File: src/flash_status_pkg.sv
// Purpose: shared constants for the flash status and read-config link
// Assumes: one clock, core_clk at 40 MHz
// Notes:   status layout, config layout, reset values, command codes
`default_nettype none
package flash_status_pkg;

    // ==========================================================
    // Status word layout
    localparam int READY_POS      = 7;
    localparam int ERASE_PAUSE_POS = 6;
    localparam int ERASE_FAIL_POS = 5;
    localparam int WRITE_FAIL_POS = 4;
    localparam int SUPPLY_BAD_POS = 3;
    localparam int WRITE_PAUSE_POS = 2;
    localparam int LOCK_HIT_POS   = 1;
    localparam int BANK_ACT_POS   = 0;

    // ==========================================================
    // Configuration word layout and reset value
    localparam int          READ_SEL_POS  = 15;
    localparam int          LAT_LSB       = 11;
    localparam int          LAT_MSB       = 13;
    localparam logic [15:0] CONFIG_RESET  = 16'hBFCF;
    localparam logic [15:0] CONFIG_MASK   = 16'hBFCF;

    // ==========================================================
    // Latency codes
    localparam logic [2:0] LAT_CODE_2 = 3'h2;
    localparam logic [2:0] LAT_CODE_3 = 3'h3;
    localparam logic [2:0] LAT_CODE_4 = 3'h4;
    localparam logic [2:0] LAT_CODE_5 = 3'h5;
    localparam logic [2:0] LAT_CYC_2  = 3'h2;
    localparam logic [2:0] LAT_CYC_3  = 3'h3;
    localparam logic [2:0] LAT_CYC_4  = 3'h4;
    localparam logic [2:0] LAT_CYC_5  = 3'h5;
    localparam logic [2:0] LAT_CYC_RSV = 3'h7;

    // ==========================================================
    // Commands
    typedef enum logic [2:0] {
        CMD_NONE, CMD_PROGRAM, CMD_ERASE, CMD_SUSPEND,
        CMD_RESUME, CMD_CLEAR, CMD_SET_CONFIG, CMD_MULTI_WRITE
    } cmd_t;

    localparam logic [1:0] BANK_RESET = 2'h0;
    localparam logic [7:0] STATUS_RESET = 8'h80;

    // Decode latency field into clock count
    function automatic logic [2:0] lat_cycles(input logic [2:0] code);
        case (code)
            LAT_CODE_2: lat_cycles = LAT_CYC_2;
            LAT_CODE_3: lat_cycles = LAT_CYC_3;
            LAT_CODE_4: lat_cycles = LAT_CYC_4;
            LAT_CODE_5: lat_cycles = LAT_CYC_5;
            default:    lat_cycles = LAT_CYC_RSV;
        endcase
    endfunction

endpackage
`default_nettype wire

File: src/flash_status_if.sv
// Purpose: link between host controller and flash status logic
// Assumes: both ends on core_clk
// Notes:   command strobe with operands; status and config returned
`timescale 1ns/1ps
`default_nettype none
interface flash_status_if;
    import flash_status_pkg::*;
    logic        cmd_valid;
    cmd_t        cmd_code;
    logic [1:0]  cmd_bank;
    logic [15:0] cmd_data;
    logic [1:0]  addr_bank;
    logic        addr_latch;
    logic [7:0]  status_word;
    logic [15:0] config_word;
    logic        sync_read;
    logic        first_data;

    modport device (
        input  cmd_valid, cmd_code, cmd_bank, cmd_data, addr_bank,
               addr_latch,
        output status_word, config_word, sync_read, first_data
    );
    modport host (
        output cmd_valid, cmd_code, cmd_bank, cmd_data, addr_bank,
               addr_latch,
        input  status_word, config_word, sync_read, first_data
    );
endinterface
`default_nettype wire

File: src/flash_status_device.sv
// Purpose: status register and read configuration of a banked flash
// Assumes: array events come from the core on core_clk; supply and
//          lock inputs are pins and are synchronised here
// Notes:
`timescale 1ns/1ps
`default_nettype none
module flash_status_device
    import flash_status_pkg::*;
(
    input  wire logic       core_clk,
    input  wire logic       arst_n,
    input  wire logic       clk_en,
    flash_status_if.device  link,
    input  wire logic       supply_ok_pin,
    input  wire logic       block_locked_pin,
    input  wire logic       op_done,
    input  wire logic       verify_fail,
    input  wire logic       word_accepted,
    output logic            op_active,
    output logic [1:0]      op_bank
);

    // ==========================================================
    // Pin synchronisers
    logic supply_s1_r, supply_s2_r, lock_s1_r, lock_s2_r;
    always_ff @(posedge core_clk or negedge arst_n) begin
        if (!arst_n) begin
            supply_s1_r <= 1'b0;
            supply_s2_r <= 1'b0;
            lock_s1_r   <= 1'b0;
            lock_s2_r   <= 1'b0;
        end else if (clk_en) begin
            supply_s1_r <= supply_ok_pin;
            supply_s2_r <= supply_s1_r;
            lock_s1_r   <= block_locked_pin;
            lock_s2_r   <= lock_s1_r;
        end
    end

    // ==========================================================
    // Operation state
    typedef enum logic [2:0] {
        ST_IDLE, ST_PROG, ST_ERASE, ST_PROG_SUSP, ST_ERASE_SUSP,
        ST_MULTI, ST_MULTI_EXIT
    } op_state_t;

    op_state_t   state_r, state_nxt;
    logic        erase_fail_r, write_fail_r, supply_bad_r, lock_hit_r;
    logic        word_busy_r;
    logic [1:0]  bank_r;
    logic [15:0] config_r;
    logic [2:0]  lat_cnt_r;
    logic        lat_run_r, first_data_r;
    logic [7:0]  status_r;
    logic        op_active_r;

    wire cmd        = link.cmd_valid;
    wire start_req  = cmd && (state_r == ST_IDLE) &&
                      (link.cmd_code == CMD_PROGRAM ||
                       link.cmd_code == CMD_ERASE ||
                       link.cmd_code == CMD_MULTI_WRITE);
    wire start_bad_supply = start_req && !supply_s2_r;
    wire start_locked = start_req && supply_s2_r && lock_s2_r;
    wire start_ok     = start_req && supply_s2_r && !lock_s2_r;
    wire is_erase     = link.cmd_code == CMD_ERASE;
    wire running      = state_r == ST_PROG || state_r == ST_ERASE ||
                        state_r == ST_MULTI;
    wire fail_evt     = running && op_done && verify_fail;
    wire clear_cmd    = cmd && link.cmd_code == CMD_CLEAR;
    // Started bank counts at once, not a cycle late
    wire [1:0] bank_nxt = start_ok ? link.cmd_bank : bank_r;

    always_comb begin
        state_nxt = state_r;
        case (state_r)
            ST_IDLE: begin
                if (start_ok) begin
                    if (is_erase)
                        state_nxt = ST_ERASE;
                    else if (link.cmd_code == CMD_MULTI_WRITE)
                        state_nxt = ST_MULTI;
                    else
                        state_nxt = ST_PROG;
                end
            end
            ST_PROG: begin
                if (op_done)
                    state_nxt = ST_IDLE;
                else if (cmd && link.cmd_code == CMD_SUSPEND)
                    state_nxt = ST_PROG_SUSP;
            end
            ST_ERASE: begin
                if (op_done)
                    state_nxt = ST_IDLE;
                else if (cmd && link.cmd_code == CMD_SUSPEND)
                    state_nxt = ST_ERASE_SUSP;
            end
            ST_PROG_SUSP: begin
                if (cmd && link.cmd_code == CMD_RESUME)
                    state_nxt = ST_PROG;
            end
            ST_ERASE_SUSP: begin
                if (cmd && link.cmd_code == CMD_RESUME)
                    state_nxt = ST_ERASE;
            end
            ST_MULTI: begin
                if (op_done)
                    state_nxt = ST_MULTI_EXIT;
            end
            ST_MULTI_EXIT: state_nxt = ST_IDLE;
            default:       state_nxt = ST_IDLE;
        endcase
    end

    // ==========================================================
    // Status composition
    // busy while an operation runs
    wire ready_nxt = !(state_nxt == ST_PROG || state_nxt == ST_ERASE ||
                       state_nxt == ST_MULTI);
    wire multi_nxt = state_nxt == ST_MULTI;
    wire word_busy_nxt = multi_nxt &&
                         ((cmd && link.cmd_code == CMD_MULTI_WRITE &&
                           state_r == ST_MULTI) ||
                          (word_busy_r && !word_accepted));
    // bank bit forced low whenever ready
    wire bank_bit_nxt = ready_nxt ? 1'b0 :
                        multi_nxt ? word_busy_nxt :
                        (link.addr_bank != bank_nxt);
    wire erase_fail_nxt = (fail_evt && state_r == ST_ERASE) ||
                          (erase_fail_r && !clear_cmd);
    wire write_fail_nxt = (fail_evt && state_r != ST_ERASE) ||
                          (write_fail_r && !clear_cmd);
    wire supply_bad_nxt = start_bad_supply || (supply_bad_r && !clear_cmd);
    wire lock_hit_nxt   = start_locked || (lock_hit_r && !clear_cmd);

    always_ff @(posedge core_clk or negedge arst_n) begin
        if (!arst_n) begin
            state_r      <= ST_IDLE;
            erase_fail_r <= 1'b0;
            write_fail_r <= 1'b0;
            supply_bad_r <= 1'b0;
            lock_hit_r   <= 1'b0;
            word_busy_r  <= 1'b0;
            bank_r       <= BANK_RESET;
            status_r     <= STATUS_RESET;
            op_active_r  <= 1'b0;
        end else if (clk_en) begin
            state_r      <= state_nxt;
            erase_fail_r <= erase_fail_nxt;
            write_fail_r <= write_fail_nxt;
            supply_bad_r <= supply_bad_nxt;
            lock_hit_r   <= lock_hit_nxt;
            word_busy_r  <= word_busy_nxt;
            bank_r       <= bank_nxt;
            op_active_r  <= !ready_nxt;
            status_r <= {ready_nxt, state_nxt == ST_ERASE_SUSP,
                         erase_fail_nxt, write_fail_nxt, supply_bad_nxt,
                         state_nxt == ST_PROG_SUSP, lock_hit_nxt,
                         bank_bit_nxt};
        end
    end

    // ==========================================================
    // Read configuration
    // latency decoded from field
    wire [2:0] lat_cyc = lat_cycles(config_r[LAT_MSB:LAT_LSB]);
    // sync reads only with read select low
    wire sync_mode = !config_r[READ_SEL_POS];

    always_ff @(posedge core_clk or negedge arst_n) begin
        if (!arst_n) begin
            config_r     <= CONFIG_RESET;
            lat_cnt_r    <= 3'h0;
            lat_run_r    <= 1'b0;
            first_data_r <= 1'b0;
        end else if (clk_en) begin
            if (cmd && link.cmd_code == CMD_SET_CONFIG)
                config_r <= link.cmd_data & CONFIG_MASK;
            // any bank, any block: no bank check here
            first_data_r <= 1'b0;
            if (link.addr_latch && sync_mode) begin
                lat_cnt_r <= lat_cyc - 3'h1;
                lat_run_r <= 1'b1;
                first_data_r <= (lat_cyc == 3'h1);
            end else if (lat_run_r) begin
                lat_cnt_r <= lat_cnt_r - 3'h1;
                if (lat_cnt_r == 3'h1) begin
                    lat_run_r    <= 1'b0;
                    first_data_r <= 1'b1;
                end
            end
        end
    end

    assign link.status_word = status_r;
    assign link.config_word = config_r;
    assign link.sync_read   = config_r[READ_SEL_POS] ? 1'b0 : 1'b1;
    assign link.first_data  = first_data_r;
    assign op_active = op_active_r;
    assign op_bank   = bank_r;

endmodule
`default_nettype wire

File: src/flat_wrapper.sv
// flat-port wrapper written by rule: the top's interface ports become plain ports
module flash_status_device_flat import flash_status_pkg::*;
  (core_clk, arst_n, clk_en, supply_ok_pin, block_locked_pin, op_done, verify_fail, word_accepted, op_active, op_bank, link_cmd_valid, link_cmd_code, link_cmd_bank, link_cmd_data, link_addr_bank, link_addr_latch, link_status_word, link_config_word, link_sync_read, link_first_data);
  flash_status_if link_i ();
  input  wire logic core_clk;
  input  wire logic arst_n;
  input  wire logic clk_en;
  input  wire logic supply_ok_pin;
  input  wire logic block_locked_pin;
  input  wire logic op_done;
  input  wire logic verify_fail;
  input  wire logic word_accepted;
  output logic op_active;
  output logic [1:0] op_bank;
  input wire logic [$bits(link_i.cmd_valid)-1:0] link_cmd_valid;
  input wire logic [$bits(link_i.cmd_code)-1:0] link_cmd_code;
  input wire logic [$bits(link_i.cmd_bank)-1:0] link_cmd_bank;
  input wire logic [$bits(link_i.cmd_data)-1:0] link_cmd_data;
  input wire logic [$bits(link_i.addr_bank)-1:0] link_addr_bank;
  input wire logic [$bits(link_i.addr_latch)-1:0] link_addr_latch;
  output wire logic [$bits(link_i.status_word)-1:0] link_status_word;
  output wire logic [$bits(link_i.config_word)-1:0] link_config_word;
  output wire logic [$bits(link_i.sync_read)-1:0] link_sync_read;
  output wire logic [$bits(link_i.first_data)-1:0] link_first_data;
  assign link_i.cmd_valid = link_cmd_valid;
  assign link_i.cmd_code = link_cmd_code;
  assign link_i.cmd_bank = link_cmd_bank;
  assign link_i.cmd_data = link_cmd_data;
  assign link_i.addr_bank = link_addr_bank;
  assign link_i.addr_latch = link_addr_latch;
  assign link_status_word = link_i.status_word;
  assign link_config_word = link_i.config_word;
  assign link_sync_read = link_i.sync_read;
  assign link_first_data = link_i.first_data;
  flash_status_device u_core (.core_clk(core_clk), .arst_n(arst_n), .clk_en(clk_en), .link(link_i), .supply_ok_pin(supply_ok_pin), .block_locked_pin(block_locked_pin), .op_done(op_done), .verify_fail(verify_fail), .word_accepted(word_accepted), .op_active(op_active), .op_bank(op_bank));
endmodule
File: config.mk
export PLATFORM = sky130hd
export DESIGN_NAME = flash_status_device_flat
export DESIGN_NICKNAME = d
export VERILOG_FILES = /design/src/flash_status_pkg.sv /design/src/flash_status_if.sv /design/src/flash_status_device.sv /design/src/flat_wrapper.sv
export SDC_FILE = /design/constraint.sdc
export NUM_CORES = 1
export LEC_CHECK = 0
export ABC_AREA = 1
export BUFFER_PORTS_ARGS = -buffer_cell sky130_fd_sc_hd__buf_2
export CAP_MARGIN = 0
export CORE_MARGIN = 8
export CORE_UTILIZATION = 55
export DETAILED_ROUTE_END_ITERATION = 12
export PLACE_DENSITY = 0.87
export SLEW_MARGIN = 20
export SYNTH_ARGS = -nofsm -noshare
export SYNTH_HDL_FRONTEND = slang
export SYNTH_SLANG_ARGS = --single-unit
File: constraint.sdc
create_clock -name core_clk -period 4.3 [get_ports core_clk]
set_input_delay 0 -clock core_clk [delete_from_list [all_inputs] [get_ports core_clk]]
set_output_delay 0 -clock core_clk [all_outputs]
set_load 0.02 [all_outputs]
Yosys cells after proc, flatten, opt, wreduce, memory -nomap -nowiden. Index checks and enable logic that the tools add are counted.

$add $sub $neg: 2. $mul: 0. Divide/modulo/power cells: 0. $lt $le $gt $ge: 0. Equal/unequal tests: 25. Shifts and indexed selects: 0. Muxes and demuxes: 24. Bitwise gates (word level): 0. Reduce and logical (&&, ||, !) cells: 44.

Operators by type and width (count): $mux W3 (12); $eq A3 B3 Y1 const B (10); $eq A3 B2 Y1 const B (8); $logic_and A1 B1 Y1 (23); $pmux W3 S6 (1); $eq A3 B1 Y1 const B (5); $pmux W3 S4 (1); $logic_or A1 B1 Y1 (11); $mux W1 (9); $logic_not A1 Y1 (6); $sub A3 B1 Y3 const B (2); $reduce_and A2 Y1 (2); $logic_not A3 Y1 (1); $ne A3 B2 Y1 const B (1); $mux W2 (1); $ne A2 B2 Y1 (1); $reduce_bool A2 Y1 (1).

Bits in registers: 41. Bits in latches: 0. RAM bits: 0. Bits in read-only memories: 0. Bits of input ports: 33. Memories: 0.

Depth between registers and ports, before layout. Gate-level depths: netlist of run 1.

Depth after elaboration: 12. Mapped depth: 13. Depth with buffers taken out: 13.

Worst setup path after synthesis of run 1. OpenSTA, ideal clock, no wires.

Path type: register to register. Start: reg u_core.config_r[12] (netlist: u_core.link.config_word[12]). End: reg u_core.lat_cnt_r[2]. Data arrival time: 1555 ps. Required time: 4165 ps. Setup slack: 2610 ps. Cell stages (with the launch flop): 10. Path through: dfstp_2 > nor2_1 > or2_2 > nand2_1 > inv_1 > ha_1 > nand2_1 > nand2_1 > o221ai_1 > o21ai_0.

Longest elaborated chain between the ends: 4. Elaborated cells between the ends (all ways): 7. Those cells by class: 1 x add/sub; 4 x eq/ne; 2 x mux.

RTL lines: from (decl) (RTL line flash_status_device.sv:51) `logic [15:0] config_r;`; from (signal assigned) (RTL line flash_status_device.sv:178) `config_r <= link.cmd_data & CONFIG_MASK;`; $eq A3 B3 Y1 or $eq A3 B2 Y1 (tied branches) (RTL line flash_status_pkg.sv:50) `case (code)`; $pmux W3 S4 * (RTL line flash_status_pkg.sv:50); $sub A3 B1 Y3 * (RTL line flash_status_device.sv:182) `lat_cnt_r <= lat_cyc - 3'h1;`; $mux W3 * (RTL line flash_status_device.sv:181) `if (link.addr_latch && sync_mode) begin`; to (signal assigned) (RTL line flash_status_device.sv:182); to (signal assigned) (RTL line flash_status_device.sv:186) `lat_cnt_r <= lat_cnt_r - 3'h1;`; to (decl) (RTL line flash_status_device.sv:52) `logic [2:0] lat_cnt_r;`.

Every way passes the cells marked *; elsewhere a longest branch is shown, timed or not. A chain may end at the register's enable or synchronous reset.

Worst setup path after layout of run 1.
Start: reg u_core.state_r[1]. End: reg u_core.status_r[0] (netlist: u_core.link.status_word[0]).

Longest elaborated chain between the ends: 11. Elaborated cells between the ends (all ways): 31. Those cells by class: 9 x eq/ne; 12 x mux; 10 x reduce/logical.

RTL lines: from (decl) (RTL line flash_status_device.sv:47) `op_state_t state_r, state_nxt;`; from (signal assigned) (RTL line flash_status_device.sv:148) `state_r <= state_nxt;`; $logic_not A3 Y1 (RTL line flash_status_device.sv:58, flash_status_device.sv:75); $logic_and A1 B1 Y1 (2 in a row) (RTL line flash_status_device.sv:58) `wire start_req = cmd && (state_r == ST_IDLE) &&`; $logic_and A1 B1 Y1 (2 in a row) (RTL line flash_status_device.sv:64) `wire start_ok = start_req && supply_s2_r && !lock_s2_r;`; $mux W3 (RTL line flash_status_device.sv:77) `if (start_ok) begin`; $pmux W3 S6 (RTL line flash_status_device.sv:75) `case (state_r)`; $eq A3 B3 Y1, or another cell as far along (RTL line flash_status_device.sv:119, flash_status_device.sv:120); $logic_and A1 B1 Y1 or $logic_or A1 B1 Y1 (tied branches) (RTL line flash_status_device.sv:121, flash_status_device.sv:118); $mux W1 or $logic_or A1 B1 Y1 (tied branches) (RTL line flash_status_device.sv:127, flash_status_device.sv:118); $mux W1 * (RTL line flash_status_device.sv:126) `wire bank_bit_nxt = ready_nxt ? 1'b0 :`; to (signal assigned) (RTL line flash_status_device.sv:156) `status_r <= {ready_nxt, state_nxt == ST_ERASE_SUSP,`; to (decl) (RTL line flash_status_device.sv:54) `logic [7:0] status_r;`.

Marks and branches as above.

==> results.yml, run 1 <==
timing:
  max_freq_ghz: 0.574
  setup_viol: 0
  final_hold_viol_count: 0
  skew_ns: 0.00788
  slew_viol_final: 0
  grt_setup_unrepaired: "false"
  setup_ws_ns: 2.56
  max_slew_margin: 0.472
  setup_tns_ns: 0
  fin_crit_ns: 1.74
  fin_crit_sh: 0.405
  worstMarginPinSlew_ns: 0.792
global_routing:
  grt_overflow: 0
  antenna_found_initial: 0
  grt_use_total: 0.169
  grt_pass1_wl_um: 8250
  first_global_vias: 1872
  grt_max_degree: 38
synthesis:
  ys_warn_count: 0
  synthTopCellsByArea: "dfrtp_1, dfstp_2, nand2_1, inv_1, mux2_2"
  ys_types: 33
  yosys.area.top_type_share: 0.287
  synth_area_leader_cell: "dfrtp_1"
  synth.avg_cell_area_um2: 8.47
  synth_most_common_cell: "nand2_1"
  async_flop_share: 1.00
  syn_area_mm2: 0.00201
  ys_ff_latch: 37
  synthTopCellsByCount: "nand2_1, inv_1, dfrtp_1"
  syn_inst: 237
  synth-edff-count: 0
  seq_area_frac_synth: 0.470
  dominantRegCellSynth: "dfrtp_1"
setup_path:
  crit_top_cell: "nand2_1"
  path_class: "register to register"
  cp_slowest_stage_delay_ns: 0.44
  worstReg2RegEnd: "u_core.link.status_word[0]"
  worst_path_max_delay_cell: "dfrtp_1"
  reg2reg_depth: 13
  worst_setup_path_end_kind: "register"
  start_kind: "register"
  arrival_ns: 2.03
  crit_fanout: 4
  reg2reg_from: "u_core.state_r[1]"
  required_ns: 4.59
  path_delay_family: "simple AND/OR/NAND/NOR gates"
  worstPathCellList: "inv_1, nand3_1, nor2_2, nand3_1, nor2_2, nand2_1, nand3_1, nand2_1, nand2_1, nand2_1, nand2_1, nand2_1, nand2_1"
  critPathBufInv: 1
  r2r_slack_ns: 2.56
finish:
  drive_above_1_share: 0.338
  final_nets: 347
  antenna_cells: 0
  n_fill_cell: 279
  final_cells: 359
  syn2layout_area_growth_pct: 28.1
worst_hold_path:
  min_path_cells: 5
  min_path_type: "input port to register"
  hp-start: "link_cmd_bank[0]"
  min_to: "u_core.op_bank[0]"
power:
  ir_worst_vdd_mv: 0.358
  switching_share: 0.367
  p_seq_frac: 0.434
  leakage_nw: 1.31
  internal_power_w: 0.000750
  pwr-share-clk: 0.219
  p_switching_w: 0.000434
  pwr-share-comb: 0.347
  power_density_mw_per_mm2: 461
cts:
  cts_made_buffers: 5
  cts_root_buf: "clkbuf_4"
  clk_latency_ns: 0.34
  cts_htree_levels: 2
  clkTransAtPathRegs_ns: 0.12
  cts_tree: "yes"
  post_cts_buffers: 0
  cts_sinks: 37
  cts.path.max_buffers: 2
die:
  start_util: 0.561
  die_x_um: 76.4
  dieArea_mm2: 0.00584
  rows: 22
  io_pins: 62
  die_h_um: 76.4
  core_area_mm2: 0.00358
routing:
  wl_per_cell_um: 13.6
  firstDrtPassIters: 4
  ant_nets: 0
  wl_um: 4870
  vias: 1820
  drc: 0
  drt_iter0_drc: 131
  via_per_inst: 5.07
placement:
  place_ws_ns: 2.59
  hpwlAfterDp_um: 3440
  place_congestion: 0.896
  placed_cells: 331
  port_buffers: 55
flow_run:
  max-cap-violations: 0
run_status:
  status: "completed"
power by group through the flow:
stage,clock network [W],registers [W],logic [W]
floorplan,0,0.000570,0.000226
global placement,0,0.000510,0.000382
detailed placement,0,0.000518,0.000396
CTS,0.000262,0.000512,0.000413
global route,0.000275,0.000526,0.000459
finish,0.000259,0.000514,0.000411
flip-flops by register name, summed over array words and instances, names as in the netlist, 2 cells and up:
register,count
u_core.link.config_word,13
u_core.state_r,3
u_core.op_bank,2
u_core.link.status_word,8
u_core.lat_cnt_r,3
worst max-delay path by stage:
stage / cells after the start / end / startpoint
after floorplan: 9 / u_core.lat_cnt_r[2] / u_core.link.config_word[12]
after global placement: 9 / u_core.lat_cnt_r[2] / u_core.link.config_word[12]
after detailed placement: 13 / u_core.link.status_word[0] / u_core.state_r[1]
after CTS: 13 / u_core.link.status_word[0] / u_core.state_r[1]
after global routing: 13 / u_core.link.status_word[0] / u_core.state_r[1]
final: 13 / u_core.link.status_word[0] / u_core.state_r[1]
per-stage QoR:
step / power [W] / hold slack, ns / cell area [µm²] / utilization
floorplan: 0.000796 / -0.296 / 2010 / -
global placement: 0.000892 / 0.129 / 2280 / 0.637
detailed placement: 0.000913 / 0.127 / 2280 / 0.637
CTS: 0.00119 / 0.00842 / 2570 / 0.718
global route: 0.00126 / 0.0635 / 2570 / 0.718
finish: 0.00118 / 0.0152 / 2570 / 0.718
kinds of logic (layout without fill, tap and decap cells):
| kind of cell | after synthesis | count (layout) | share of synthesized area |
|---|---|---|---|
| AOI/OAI and AO/OA | 32 | 32 | 0.0941 |
| xor gates and xnor gates | 1 | 1 | 0.00436 |
| adders and majority gates | 4 | 4 | 0.0249 |
| buffers and inverters | 51 | 123 | 0.110 |
| DFF | 37 | 37 | 0.470 |
| muxes | 9 | 9 | 0.0505 |
| other | 1 | 3 | 0.00187 |
| and+or+nand+nor | 102 | 102 | 0.244 |
repair_timing:
| action | in CTS | in global routing |
|---|---|---|
| resized for setup | 0 | 0 |
| endpoints found under the hold margin | 42 | 0 |
| hold buffers | 20 | 0 |
routing by layer:
| metal | track usage | routed length [µm] |
|---|---|---|
| met1 | 0.172 | 1910 |
| met2 | 0.311 | 2570 |
| met3 | 0.0708 | 342 |
| met4 | 0.0404 | 36 |
| met5 | 0 | 0 |
cells in the final DEF (no fill, tap or decap), types with 2 or more instances in the layout:
master / n
o21ai_0: 16
dlygate4sd3_1: 20
o211ai_1: 2
dfstp_2: 14
nor3_1: 4
conb_1: 3
o21ai_1: 2
inv_1: 34
nor2_4: 2
nor2_1: 11
nand4_1: 5
o31ai_1: 2
nor2_2: 5
nand3_2: 3
mux2_2: 9
a21oi_1: 2
ha_1: 4
nand3_1: 19
clkbuf_4: 5
inv_2: 5
o22ai_1: 3
dfrtp_1: 23
nand2_1: 51
buf_2: 55
worst register-to-register path: cells and delay by family (launching register included):
kind / cells / cell delay (ns)
buffers and inverters: 1 / 0.11
DFF: 1 / 0.44
and+or+nand+nor: 12 / 1.14
area by class of cell:
class                   count  area, µm²  share of cell area
clock buffers               6       51.3              0.0200
clock inverters             2       37.5              0.0146
inverters                  40        151              0.0589
multi-input cells         151        851               0.331
flip-flops and latches     37        943               0.367
well taps                  48       60.1              0.0234
repair buffers             75        475               0.185
(Power assumes the default switching activity.)
==> run 2: changes to the inputs <==
--- a/config.mk
+++ b/config.mk
@@ -9,9 +9,9 @@
 export BUFFER_PORTS_ARGS = -buffer_cell sky130_fd_sc_hd__buf_2
 export CAP_MARGIN = 0
 export CORE_MARGIN = 8
-export CORE_UTILIZATION = 55
+export CORE_UTILIZATION = 46
 export DETAILED_ROUTE_END_ITERATION = 12
-export PLACE_DENSITY = 0.87
+export PLACE_DENSITY = 0.78
 export SLEW_MARGIN = 20
 export SYNTH_ARGS = -nofsm -noshare
 export SYNTH_HDL_FRONTEND = slang
==> constraint.sdc (replaced) <==
create_clock -name core_clk -period 1.41 [get_ports core_clk]
set_input_delay 0 -clock core_clk [delete_from_list [all_inputs] [get_ports core_clk]]
set_output_delay 0 -clock core_clk [all_outputs]
set_load 0.02 [all_outputs]
==> run 2 against run 1 <==
Against the previous run: the flow now finishes with violations (setup timing); non-clock buffer count increased by 19; worst setup slack got worse by 2.8 ns; global-route usage decreased by 0.13 points; die area up 15%; worst hold slack better by 0.023 ns; sequential share of layout area shrank 4.2 points; via count up 4.5%; register-to-register slack worse by 2.8 ns; cell count is 6.4% higher; fmax up 3.7%; wire length rose by 10%; critical path type unchanged; largest power group unchanged.
==> results.yml, run 2 (synthesized netlist as in run 1, its figures left out) <==
finish:
  largest_register_ffs: 13
  drive_above_1_share: 0.461
  final_nets: 366
  register_area_um2: 943
  final_common_cell: "buf_2"
  mostFrequentLayoutCells: "buf_2, nand2_1, inv_1"
  n_fill_cell: 339
  syn2layout_area_growth_pct: 44.6
  final_util: 0.681
  multi_input_area_um2: 996
  antenna_cells: 0
run_status:
  violations: "setup timing"
  status: "complete, but fails checks"
setup_path:
  cp_slowest_stage_delay_ns: 0.43
  crit_top_cell: "nand2_1"
  worst_path_max_delay_cell: "dfrtp_1"
  required_ns: 1.60
  arrival_ns: 1.87
  path_class: "register to register"
  worstPathCellList: "inv_2, nand3_2, nor2_4, nand4_4, o211ai_1, buf_4, a21oi_2, nand2_1, nand2_1"
  worst_setup_path_end_kind: "register"
  start_kind: "register"
  reg2reg_depth: 9
  crit_fanout: 8
die:
  start_util: 0.471
  die_h_um: 82.1
  io_pins: 62
  die_x_um: 82.1
  rows: 24
  core_area_mm2: 0.00426
  dieArea_mm2: 0.00673
timing:
  worstMarginPinSlew_ns: 0.677
  fin_crit_ns: 1.68
  final_hold_viol_count: 0
  skew_ns: 0.00596
  setup_ws_ns: -0.269
  setup_viol: 11
  setup_tns_ns: -1.80
  max_freq_ghz: 0.595
  max_slew_margin: 0.545
  slew_viol_final: 0
  grt_setup_unrepaired: "true"
  fin_crit_sh: 1.19
routing:
  ant_nets: 0
  vias: 1901
  drt_iter0_drc: 102
  wl_um: 5380
  via_per_inst: 4.98
  drc: 0
  firstDrtPassIters: 4
  wl_per_cell_um: 14.1
power:
  finalPower_w: 0.00397
  ir_worst_vdd_mv: 0.943
  power_density_mw_per_mm2: 1370
  leakage_nw: 1.45
global_routing:
  grt_pass1_wl_um: 8800
  grt_max_degree: 21
  grt_use_total: 0.168
  grt_overflow: 0
  antenna_found_initial: 0
  first_global_vias: 1971
cts:
  cts_htree_levels: 2
  clkTransAtPathRegs_ns: 0.08
  clk_latency_ns: 0.29
  cts_root_buf: "clkbuf_8"
  cts_sinks: 37
  cts_made_buffers: 5
  cts.path.max_buffers: 2
  cts_tree: "yes"
flow_run:
  max-cap-violations: 0
worst_hold_path:
  min_path_cells: 3
  min_path_type: "input port to register"
placement:
  hpwlAfterDp_um: 3650
  port_buffers: 55
  place_congestion: 0.835
==> run 2: cell count changes in the layout (fill, tap and decap cells not counted), moves of 5 or more <==
cell / before / now
nor2_4: 2 / 7
o21ai_1: 2 / 7
nand3_2: 3 / 8
nand3_1: 19 / 14
clkbuf_8: 1 / 6
buf_4: 0 / 18
clkbuf_4: 5 / 0
o21ai_0: 16 / 10
nor2_1: 11 / 5
==> run 2: area by class of cell <==
cell class | instances | area share
Sequential cell | 37 | 0.325
Clock buffer | 8 | 0.0384
Inverter | 40 | 0.0526
Multi-Input combinational cell | 151 | 0.343
Tap cell | 52 | 0.0224
Timing Repair Buffer | 94 | 0.219
==> run 2: worst paths after layout <==
check                                        start                          to  slack, ns
worst max-delay path             u_core.state_r[0]  u_core.link.status_word[0]      -0.27
worst min-delay path                       op_done  u_core.link.status_word[4]       0.04
worst max register to register   u_core.state_r[0]  u_core.link.status_word[0]      -0.27
worst min register to register  u_core.supply_s1_r          u_core.supply_s1_r       0.47
max in group asynchronous                   arst_n  u_core.link.config_word[0]       0.69
min in group asynchronous                   arst_n         u_core.lat_cnt_r[1]       0.18
==> run 2: repair_timing <==
| item | in CTS | in global routing |
|---|---|---|
| setup buffers | 2 | 2 |
| resized for setup | 15 | 16 |
| hold endpoints to repair | 40 | 0 |
| hold buffers | 17 | 0 |
| pin swaps | 11 | 10 |
| endpoints found under the setup margin | 11 | 15 |
==> run 2: layer usage <==
layer | wire [µm] | vias up | GRT usage
met5 | 0 | - | 0
met4 | 86 | 0 | 0.0702
met3 | 355 | 7 | 0.0503
met2 | 2900 | 48 | 0.298
met1 | 2030 | 905 | 0.181
li1 | - | 941 | -
==> run 2: report_power, final <==
| part | switching, W | internal, W | total [W] |
|---|---|---|---|
| Sequential | 0.000170 | 0.00139 | 0.00156 |
| Clock | 0.000389 | 0.000506 | 0.000894 |
| Combinational | 0.000890 | 0.000619 | 0.00151 |
| Total | 0.00145 | 0.00252 | 0.00397 |
==> run 2: worst max-delay path, delay by kind of cell (launching register included) <==
kind	cells	cell delay, ns
and+or+nand+nor	5	0.54
DFF	1	0.43
buffers and inverters	2	0.27
AOI/OAI and AO/OA	2	0.33
==> run 2: stage by stage <==
stage / cell area [µm²] / setup slack (ns) / std cells / hold slack (ns)
3_5_place_dp: 2480 / -0.189 / 354 / -0.0245
5_1_grt: 2900 / -0.392 / 382 / 0.0591
2_1_floorplan: 2050 / -0.182 / 239 / -0.296
3_3_place_gp: 2480 / -0.151 / 354 / -0.0326
4_1_cts: 2830 / -0.184 / 381 / 0.0251
6_report: 2900 / -0.269 / 382 / 0.0378
